==> src/logic/mode_set_consts.vh <==
// Purpose: constants for the microcore mode-set decoder
// Assumes: 16-bit instruction words from code ram
// Notes: opcode patterns, field positions, reset selections
`ifndef MODE_SET_CONSTS_VH
`define MODE_SET_CONSTS_VH

// opcode patterns of the upper bits
`define OPC_SHIFT_RSI 9'h04f
`define OPC_SHIFT_RSI_MSB 15
`define OPC_SHIFT_RSI_LSB 7
`define OPC_BASE_SRC 15'h1b05
`define OPC_SERIAL_SRC 15'h1b04
`define OPC_HS_FBK 13'h06c8
`define OPC_LOAD_BASE 10'h0d0
`define OPC_CONV_MODE 13'h06ad
`define OPC_ARITH_MODE 14'h0d5f

// operand field positions
`define SHAMT_MSB 6
`define SHAMT_LSB 3
`define TGT_MSB 2
`define TGT_LSB 0
`define BASE_MSB 5
`define BASE_LSB 0

// reset selections
`define RST_BASE_SRC 1'b0
`define RST_SERIAL_SRC 1'b0
`define RST_FBK_REF 1'b0
`define RST_AUTO_DIAG 1'b0
`define RST_CONV_MODE 4'h0
`define RST_ARITH_MODE 2'h2
`define RST_BASE_VALUE 6'h00

// arithmetic modes
`define MODE_SIGNED_WRAP 2'h0
`define MODE_SIGNED_CLAMP 2'h1
`define MODE_UNSIGNED_WRAP 2'h2
`define MODE_UNSIGNED_CLAMP 2'h3

// automatic diagnosis codes
`define DIAG_KEEP 2'h0
`define DIAG_OFF 2'h2
`define DIAG_ON 2'h3

// apb offsets
`define ADDR_CTRL 12'h000
`define ADDR_STATUS 12'h004
`define ADDR_ALU_REG 12'h008
`define ADDR_RIGHTS 12'h00c

`endif

==> src/logic/microcore_mode_set_decoder.v <==
// Purpose: executes shift-right-signed-immediate and mode-select instructions
//   for one microcore, and keeps the selections they make
// Assumes: instructions arrive as a one-cycle valid word on pclk
//   access rights arrive as levels from the configuration registers
// Notes: selections visible over apb; alu registers live here too
//   apb has one wait state; writes land on the edge that completes them
//
// Functional notes
// - signed right shift keeps sign bit
// - shift takes shift_amount cycles
// - shift updates shifted-out and overflow flags
// - shift amount bits 6:3, target 2:0
// - base source 0 pointer, 1 index
// - reset selects base pointer register
// - reference bit: 0 boost, 1 battery
// - diag: 00 keep, 10 off, 11 on
// - feedback select needs drive right
// - reset selects boost reference
// - serial address 0 register, 1 index
// - reset selects serial address register
// - load base writes six-bit pointer
// - conversion bit: 0 compare, 1 convert
// - target code picks block
// - conversion mode needs access right
// - reset clears all conversion modes
// - arith mode stored in condition bits
// - signed wrap flags overflow, no clamp
// - signed clamp flags and clamps
// - reset mode is unsigned wrap
// - mode encoding 00..11 as listed
`timescale 1ns/100ps
`include "mode_set_consts.vh"

module microcore_mode_set_decoder #(
  parameter DATA_W = 16,
  parameter NUM_ALU_REGS = 8,
  parameter CORE_ID = 2'h0
) (
  // clock and reset
  input wire pclk,
  input wire presetn,
  // instruction stream
  input wire instr_valid,
  input wire [15:0] instr_word,
  input wire [DATA_W-1:0] alu_index_register,
  output reg instr_busy,
  // access rights from configuration
  input wire hs_drive_right,
  input wire [3:0] sense_block_rights,
  // apb slave
  input wire psel,
  input wire penable,
  input wire pwrite,
  input wire [11:0] paddr,
  input wire [31:0] pwdata,
  output reg [31:0] prdata,
  output reg pready,
  output reg pslverr,
  // selections towards the datapath
  output reg [5:0] base_pointer_reg,
  output reg [5:0] indexed_base,
  output reg serial_addr_is_index,
  output reg hs_fbk_battery,
  output reg auto_diag_enable,
  output reg [3:0] conversion_mode,
  output reg [1:0] arith_mode,
  output reg shifted_out_flag,
  output reg multiply_shift_overflow,
  output reg alu_overflow
);

// ----------------------------------------
// decode
// ----------------------------------------
reg [DATA_W-1:0] alu_regs [0:NUM_ALU_REGS-1];
reg base_src_is_index;
reg [3:0] shift_left;
reg [2:0] shift_tgt;
integer i;

// clamp limits of the result register
localparam [DATA_W-1:0] SIGNED_MAX = {1'b0, {(DATA_W-1){1'b1}}};
localparam [DATA_W-1:0] SIGNED_MIN = {1'b1, {(DATA_W-1){1'b0}}};
localparam [DATA_W-1:0] UNSIGNED_MAX = {DATA_W{1'b1}};

// true for the four mapped offsets, anything else is an error
function addr_mapped;
  input [11:0] addr;
  begin
    addr_mapped = (addr == `ADDR_CTRL) || (addr == `ADDR_STATUS) ||
                  (addr == `ADDR_ALU_REG) || (addr == `ADDR_RIGHTS);
  end
endfunction

// next diagnosis enable; keep and the unused code leave it alone
function next_diag;
  input [1:0] code;
  input current;
  begin
    case (code)
      `DIAG_OFF: next_diag = 1'b0;
      `DIAG_ON: next_diag = 1'b1;
      default: next_diag = current;
    endcase
  end
endfunction

// block position relative to this core, sssc..osoc
function [1:0] block_of;
  input [1:0] target;
  begin
    block_of = target ^ CORE_ID;
  end
endfunction

// instruction match, valid only when not shifting
wire take = instr_valid && !instr_busy;
wire is_shift = take && instr_word[`OPC_SHIFT_RSI_MSB:`OPC_SHIFT_RSI_LSB] == `OPC_SHIFT_RSI;
// mode selections carry their operand in the low bits
wire is_base_src = take && instr_word[15:1] == `OPC_BASE_SRC;
wire is_serial_src = take && instr_word[15:1] == `OPC_SERIAL_SRC;
wire is_hs_fbk = take && instr_word[15:3] == `OPC_HS_FBK;
wire is_load_base = take && instr_word[15:6] == `OPC_LOAD_BASE;
wire is_conv = take && instr_word[15:3] == `OPC_CONV_MODE;
wire is_arith = take && instr_word[15:2] == `OPC_ARITH_MODE;
// shift operands
wire [3:0] shamt = instr_word[`SHAMT_MSB:`SHAMT_LSB];
wire [2:0] tgt = instr_word[`TGT_MSB:`TGT_LSB];
// current block named relative to this core
wire [1:0] conv_target = instr_word[1:0];
wire [1:0] conv_block = block_of(conv_target);
wire [DATA_W-1:0] cur_val = alu_regs[shift_tgt];
// one step of arithmetic shift, sign bit held
wire [DATA_W-1:0] stepped = {cur_val[DATA_W-1], cur_val[DATA_W-1:1]};

// apb phases: access cycle before and with the answer
wire apb_access = psel && penable && !pready;
wire apb_done = psel && penable && pready;
// a write takes effect only on the edge that completes it
wire apb_wr = apb_done && pwrite;
// rights gating; a refused instruction changes nothing
wire fbk_allowed = is_hs_fbk && hs_drive_right;
wire conv_allowed = is_conv && sense_block_rights[conv_block];

// ----------------------------------------
// shift engine, one bit per cycle
// ----------------------------------------
always @(posedge pclk or negedge presetn) begin
  if (!presetn) begin
    instr_busy <= 1'b0;
    shift_left <= 4'h0;
    shift_tgt <= 3'h0;
    shifted_out_flag <= 1'b0;
    multiply_shift_overflow <= 1'b0;
    for (i = 0; i < NUM_ALU_REGS; i = i + 1) begin
      alu_regs[i] <= {DATA_W{1'b0}};
    end
  end else if (is_shift) begin
    // the take edge loads the counter; a zero count never goes busy
    shift_tgt <= tgt;
    shift_left <= shamt;
    instr_busy <= (shamt != 4'h0);
    shifted_out_flag <= 1'b0;
    multiply_shift_overflow <= 1'b0; // no bits can overflow a right shift
  end else if (instr_busy) begin
    alu_regs[shift_tgt] <= stepped;
    shifted_out_flag <= cur_val[0];
    shift_left <= shift_left - 4'h1;
    instr_busy <= (shift_left != 4'h1);
  end else if (apb_wr && paddr == `ADDR_ALU_REG) begin
    // software preload, target chosen by pwdata[18:16]
    // a preload that lands while a shift runs is lost
    alu_regs[pwdata[18:16]] <= pwdata[DATA_W-1:0];
  end
end

// ----------------------------------------
// mode selections
// ----------------------------------------
// one process per mode instruction keeps every reset value easy to audit
// data-ram base source: pointer register or index register
always @(posedge pclk or negedge presetn) begin
  if (!presetn) begin
    base_src_is_index <= `RST_BASE_SRC;
  end else if (is_base_src) begin
    base_src_is_index <= instr_word[0];
  end
end

// serial address source: address register or index register
always @(posedge pclk or negedge presetn) begin
  if (!presetn) begin
    serial_addr_is_index <= `RST_SERIAL_SRC;
  end else if (is_serial_src) begin
    serial_addr_is_index <= instr_word[0];
  end
end

// base pointer, six bits straight from the operand
always @(posedge pclk or negedge presetn) begin
  if (!presetn) begin
    base_pointer_reg <= `RST_BASE_VALUE;
  end else if (is_load_base) begin
    base_pointer_reg <= instr_word[`BASE_MSB:`BASE_LSB];
  end
end

// high-side 2/4 feedback reference and automatic diagnosis
// without drive right the instruction is silently dropped
always @(posedge pclk or negedge presetn) begin
  if (!presetn) begin
    hs_fbk_battery <= `RST_FBK_REF;
    auto_diag_enable <= `RST_AUTO_DIAG;
  end else if (fbk_allowed) begin
    hs_fbk_battery <= instr_word[2];
    auto_diag_enable <= next_diag(instr_word[1:0], auto_diag_enable);
  end
end

// conversion mode, one bit per current block
// a refused request leaves every block as it was
always @(posedge pclk or negedge presetn) begin
  if (!presetn) begin
    conversion_mode <= `RST_CONV_MODE;
  end else if (conv_allowed) begin
    conversion_mode[conv_block] <= instr_word[2];
  end
end

// arithmetic mode bits of the condition register
always @(posedge pclk or negedge presetn) begin
  if (!presetn) begin
    arith_mode <= `RST_ARITH_MODE;
  end else if (is_arith) begin
    arith_mode <= instr_word[1:0];
  end
end

// registered base choice keeps the output straight from a flop
always @(posedge pclk or negedge presetn) begin
  if (!presetn) begin
    indexed_base <= `RST_BASE_VALUE;
  end else if (base_src_is_index) begin
    indexed_base <= alu_index_register[5:0];
  end else begin
    indexed_base <= base_pointer_reg;
  end
end

// ----------------------------------------
// overflow check per arithmetic mode
// ----------------------------------------
// adds apb operand to index register; shows wrap/clamp result
reg [DATA_W-1:0] next_sum;
reg next_ovf;
wire [DATA_W:0] raw_sum = {1'b0, alu_index_register} + {1'b0, pwdata[DATA_W-1:0]};
wire s_ovf = (alu_index_register[DATA_W-1] == pwdata[DATA_W-1]) &&
             (raw_sum[DATA_W-1] != alu_index_register[DATA_W-1]);
always @* begin
  next_sum = raw_sum[DATA_W-1:0];
  next_ovf = 1'b0;
  case (arith_mode)
    `MODE_SIGNED_WRAP: begin
      next_ovf = s_ovf;
    end
    `MODE_SIGNED_CLAMP: begin
      next_ovf = s_ovf;
      if (s_ovf) begin
        // a positive index can only overflow upward
        next_sum = alu_index_register[DATA_W-1] ? SIGNED_MIN : SIGNED_MAX;
      end
    end
    `MODE_UNSIGNED_WRAP: begin
      next_ovf = raw_sum[DATA_W];
    end
    `MODE_UNSIGNED_CLAMP: begin
      next_ovf = raw_sum[DATA_W];
      if (raw_sum[DATA_W]) begin
        next_sum = UNSIGNED_MAX;
      end
    end
    default: begin
      next_ovf = 1'b0;
    end
  endcase
end

// result and flag hold until the next control write
reg [DATA_W-1:0] arith_result;
always @(posedge pclk or negedge presetn) begin
  if (!presetn) begin
    arith_result <= {DATA_W{1'b0}};
    alu_overflow <= 1'b0;
  end else if (apb_wr && paddr == `ADDR_CTRL) begin
    arith_result <= next_sum;
    alu_overflow <= next_ovf;
  end
end

// ----------------------------------------
// apb slave, one wait state
// ----------------------------------------
// status word, low bits first: base, serial, ref, diag, conv, mode, flags, busy
wire [31:0] status_word = {18'h00000,
                           instr_busy,
                           alu_overflow,
                           multiply_shift_overflow,
                           shifted_out_flag,
                           arith_mode,
                           conversion_mode,
                           auto_diag_enable,
                           hs_fbk_battery,
                           serial_addr_is_index,
                           base_src_is_index};
// alu register picked for reads, index in pwdata[18:16]
wire [DATA_W-1:0] alu_read = alu_regs[pwdata[18:16]];

// read data latched in the first access cycle, stands until the next access, read or write
always @(posedge pclk or negedge presetn) begin
  if (!presetn) begin
    prdata <= 32'h00000000;
    pready <= 1'b0;
    pslverr <= 1'b0;
  end else begin
    // pready answers one cycle into access phase, then drops again
    pready <= apb_access;
    // only an unmapped offset is refused
    pslverr <= apb_access && !addr_mapped(paddr);
    if (apb_access) begin
      case (paddr)
        `ADDR_CTRL: prdata <= {{(32-DATA_W){1'b0}}, arith_result};
        `ADDR_STATUS: prdata <= status_word;
        `ADDR_ALU_REG: prdata <= {{(32-DATA_W){1'b0}}, alu_read};
        `ADDR_RIGHTS: prdata <= {20'h00000, base_pointer_reg, indexed_base};
        default: prdata <= 32'h00000000;
      endcase
    end
  end
end

endmodule

==> config.mk <==
export PLATFORM = sky130hd
export DESIGN_NAME = microcore_mode_set_decoder
export DESIGN_NICKNAME = d
export VERILOG_FILES = /design/src/logic/microcore_mode_set_decoder.v
export VERILOG_INCLUDE_DIRS = /design/src /design/src/logic
export SDC_FILE = /design/constraint.sdc
export NUM_CORES = 1
export LEC_CHECK = 0
export BUFFER_PORTS_ARGS = -buffer_cell sky130_fd_sc_hd__buf_2
export CORE_MARGIN = 3
export CORE_UTILIZATION = 30
export CTS_CLUSTER_SIZE = 40
export DETAILED_ROUTE_END_ITERATION = 10
export PLACE_DENSITY = 0.58
export SLEW_MARGIN = 40
export SYNTH_ARGS = -nofsm -noshare
export SYNTH_HDL_FRONTEND = slang
export SYNTH_SLANG_ARGS = --single-unit
==> constraint.sdc <==
create_clock -name pclk -period 2.9 [get_ports pclk]
set_clock_uncertainty 0.2 [all_clocks]
set_input_delay 0.58 -clock pclk [delete_from_list [all_inputs] [get_ports pclk]]
set_output_delay 0.58 -clock pclk [all_outputs]
set_load 0.02 [all_outputs]
==> results_dict.tcl <==
set metrics [dict create \
    status "finished clean" \
    grt_pass1_vias 11636 \
    required_ns 3.01 \
    port_buffers 115 \
    setup_viol 0 \
    die_y_um 206.8 \
    start_kind "input pin" \
    grt_overflow 0 \
    clkSinkCount 194 \
    async_reset_ff_frac 1.000 \
    period_minus_slack_ns 2.794 \
    critPathSlowestCell "nor3_2" \
    top_register "alu_regs" \
    die_w_um 206.8 \
    startpoint "alu_index_register[10]" \
    path_max_fanout 7 \
    h-tree-depth 4 \
    path_delay_family "simple AND/OR/NAND/NOR gates" \
    ys_warn_count 0 \
    max-slew-margin-rel 0.5405 \
    r2r-start "pready" \
    via_count 11906 \
    arrival_ns 2.91 \
    hold_start "alu_index_register[0]" \
    antenna_found_initial 1 \
    max_cap_violations 0 \
    final_util 0.3869 \
    core-area_sq_um 39190 \
    ys_ff_latch 194 \
    clk_latency_ns 0.45 \
    hold_violations 0 \
    drtIter0Drc 1371 \
    hold_path_class "input pin to register" \
    p_leak_nw 6.636 \
    netlist_instances 1267 \
    yosys.cell_count.top_type "dfrtp_1" \
    area_delta_synth_final_pct 25.42 \
    dp_cells 1999 \
    synth_top_area_share 0.3995 \
    drt-total-wl_um 48050 \
    drc 0 \
    start_util 0.3085 \
    worst_path_most_repeated_cell "o21ai_0" \
    die_area_sq_um 42750 \
    drtAntennaViolNets 0 \
    grt_pass1_wl_um 71860 \
    fmax_mhz 357.9 \
    gp_congestion 0.9355 \
    syn_area_per_cell_sq_um 9.542 \
    rsz0062_at_grt "false" \
    totalPowerFinal_mw 8.917 \
    fin_crit_sh 0.9635 \
    reg2reg_slack_ns 0.17 \
    slowest_delay_ns 0.37 \
    rows 72 \
    worst_pin_slew_ns 0.6879 \
    grt_max_degree 62 \
    synthTopCellsByCount "dfrtp_1, nand2_1, nor2_1, o221ai_1, a21oi_1" \
    synth_area_sq_um 12090 \
    avgViaCountPerCell 5.853 \
    largest_register_ff_count 128 \
    dp_hpwl_um 35670 \
    largest_registers "alu_regs (128), arith_result (16), prdata (16)" \
    crit_type "input pin to register" \
    seq_area_frac_synth 0.4016 \
    clk_path_buf_depth 2 \
    synthDistinctLibCells 67 \
    first_pass_iters 7 \
    synth_area_leaders "dfrtp_1, o221ai_1, mux4_2" \
    clkTransAtPathRegs_ns 0.07 \
    maxSlewViolCount 0 \
    grtUsageTotal 0.2221 \
    powerDensity_nw_per_um2 588.1 \
    crit_chain "buf_2 -> ha_1 -> a21oi_1 -> o21ai_0 -> a31o_2 -> nor3_2 -> buf_4 -> nand3_1 -> nand2_1 -> o21ai_0" \
    yosys.area.top_type "dfrtp_1" \
    path_buf_inv 2 \
    drive_gt1_frac 0.2983 \
    synth_edf_count 0 \
    ir_worst_vdd_mv 0.3339 \
    stdcell_count 2034 \
    pin_count 146 \
    cp-end-kind "register" \
    synth-main-ff-cell "dfrtp_1" \
    wl_per_cell_um 23.62 \
    nNetsFinal 1608 \
    clockRootBuffer "clkbuf_16" \
    tritoncts "done" \
    cts-buffers-inserted 17 \
]
[routing by layer]
layer  share of wire  global-route usage
met5               0                   0
met4           0.047             0.09511
met3           0.097             0.04626
met2            0.43              0.3305
met1            0.42              0.3136
[final cells by class]
cell class                 count  area (sq um)
timing repair buffer         312          2241
antenna                        1         2.502
clock buffer                  17         425.4
fill                        3937         24020
multi-input combinational    960          6753
tap                          518         648.1
clock inverter                15         170.2
sequential                   194          4860
inverter                      17         63.81
[power by group]
group / leakage, nW / internal, mW / total, mW / switching (mW)
sequential: 2.36 / 3.25 / 3.78 / 0.534
combinational: 3.99 / 1.26 / 2.67 / 1.41
clock: 0.287 / 1.30 / 2.47 / 1.17
[per-stage QoR]
| step | hold slack [ns] | setup WS (ns) | cell area (sq um) | TNS [ns] |
|---|---|---|---|---|
| 3_3_place_gp | 0.2619 | -0.3740 | 14510 | -28.84 |
| 6_report | 0.1945 | 0.1058 | 15160 | 0 |
| 5_1_grt | 0.1972 | 0.005245 | 15160 | 0 |
| 3_5_place_dp | 0.2573 | -0.3949 | 14510 | -32.76 |
| 2_1_floorplan | 0.08441 | 0.04945 | 12160 | 0 |
| 4_1_cts | 0.1879 | 0.06533 | 15120 | 0 |
[cell usage in the layout, fill, tap and decap left out, types with 19 or more instances in the layout]
cell type and instances:
o211ai_1 19, mux4_2 26, a22oi_1 36, mux2i_1 32, buf_4 182, nand2b_1 32
a21oi_1 67, o21a_1 49, o221ai_1 90, o21ai_0 60, buf_2 114, nand2_1 153
mux2_2 51, nor2_1 97, nor2b_1 19, dfrtp_1 190
[cell families after synthesis]
kind of cell	synth area share
compound gates	0.2537
simple gates	0.1427
flops	0.4016
buf+inv	0.04957
mux	0.1224
fa+ha+maj	0.02028
xor+xnor	0.009417
other cells	0.0003102
[worst paths after layout]
kind	to	cells after the start
max in group asynchronous	arith_mode[1]	3
hold / removal	indexed_base[0]	2
setup reg to reg	alu_regs[99]	8
hold reg to reg	arith_result[13]	2
setup / recovery	arith_result[8]	10
min in group asynchronous	prdata[3]	2
[what timing repair did]
item | in CTS | in global routing
hold buffers | 1 | 0
buffers inserted | 0 | 1
gates resized for setup | 0 | 8
setup endpoints to repair | 0 | 30
hold endpoints to repair | 58 | 0
Power figures use the tool's default switching activity.
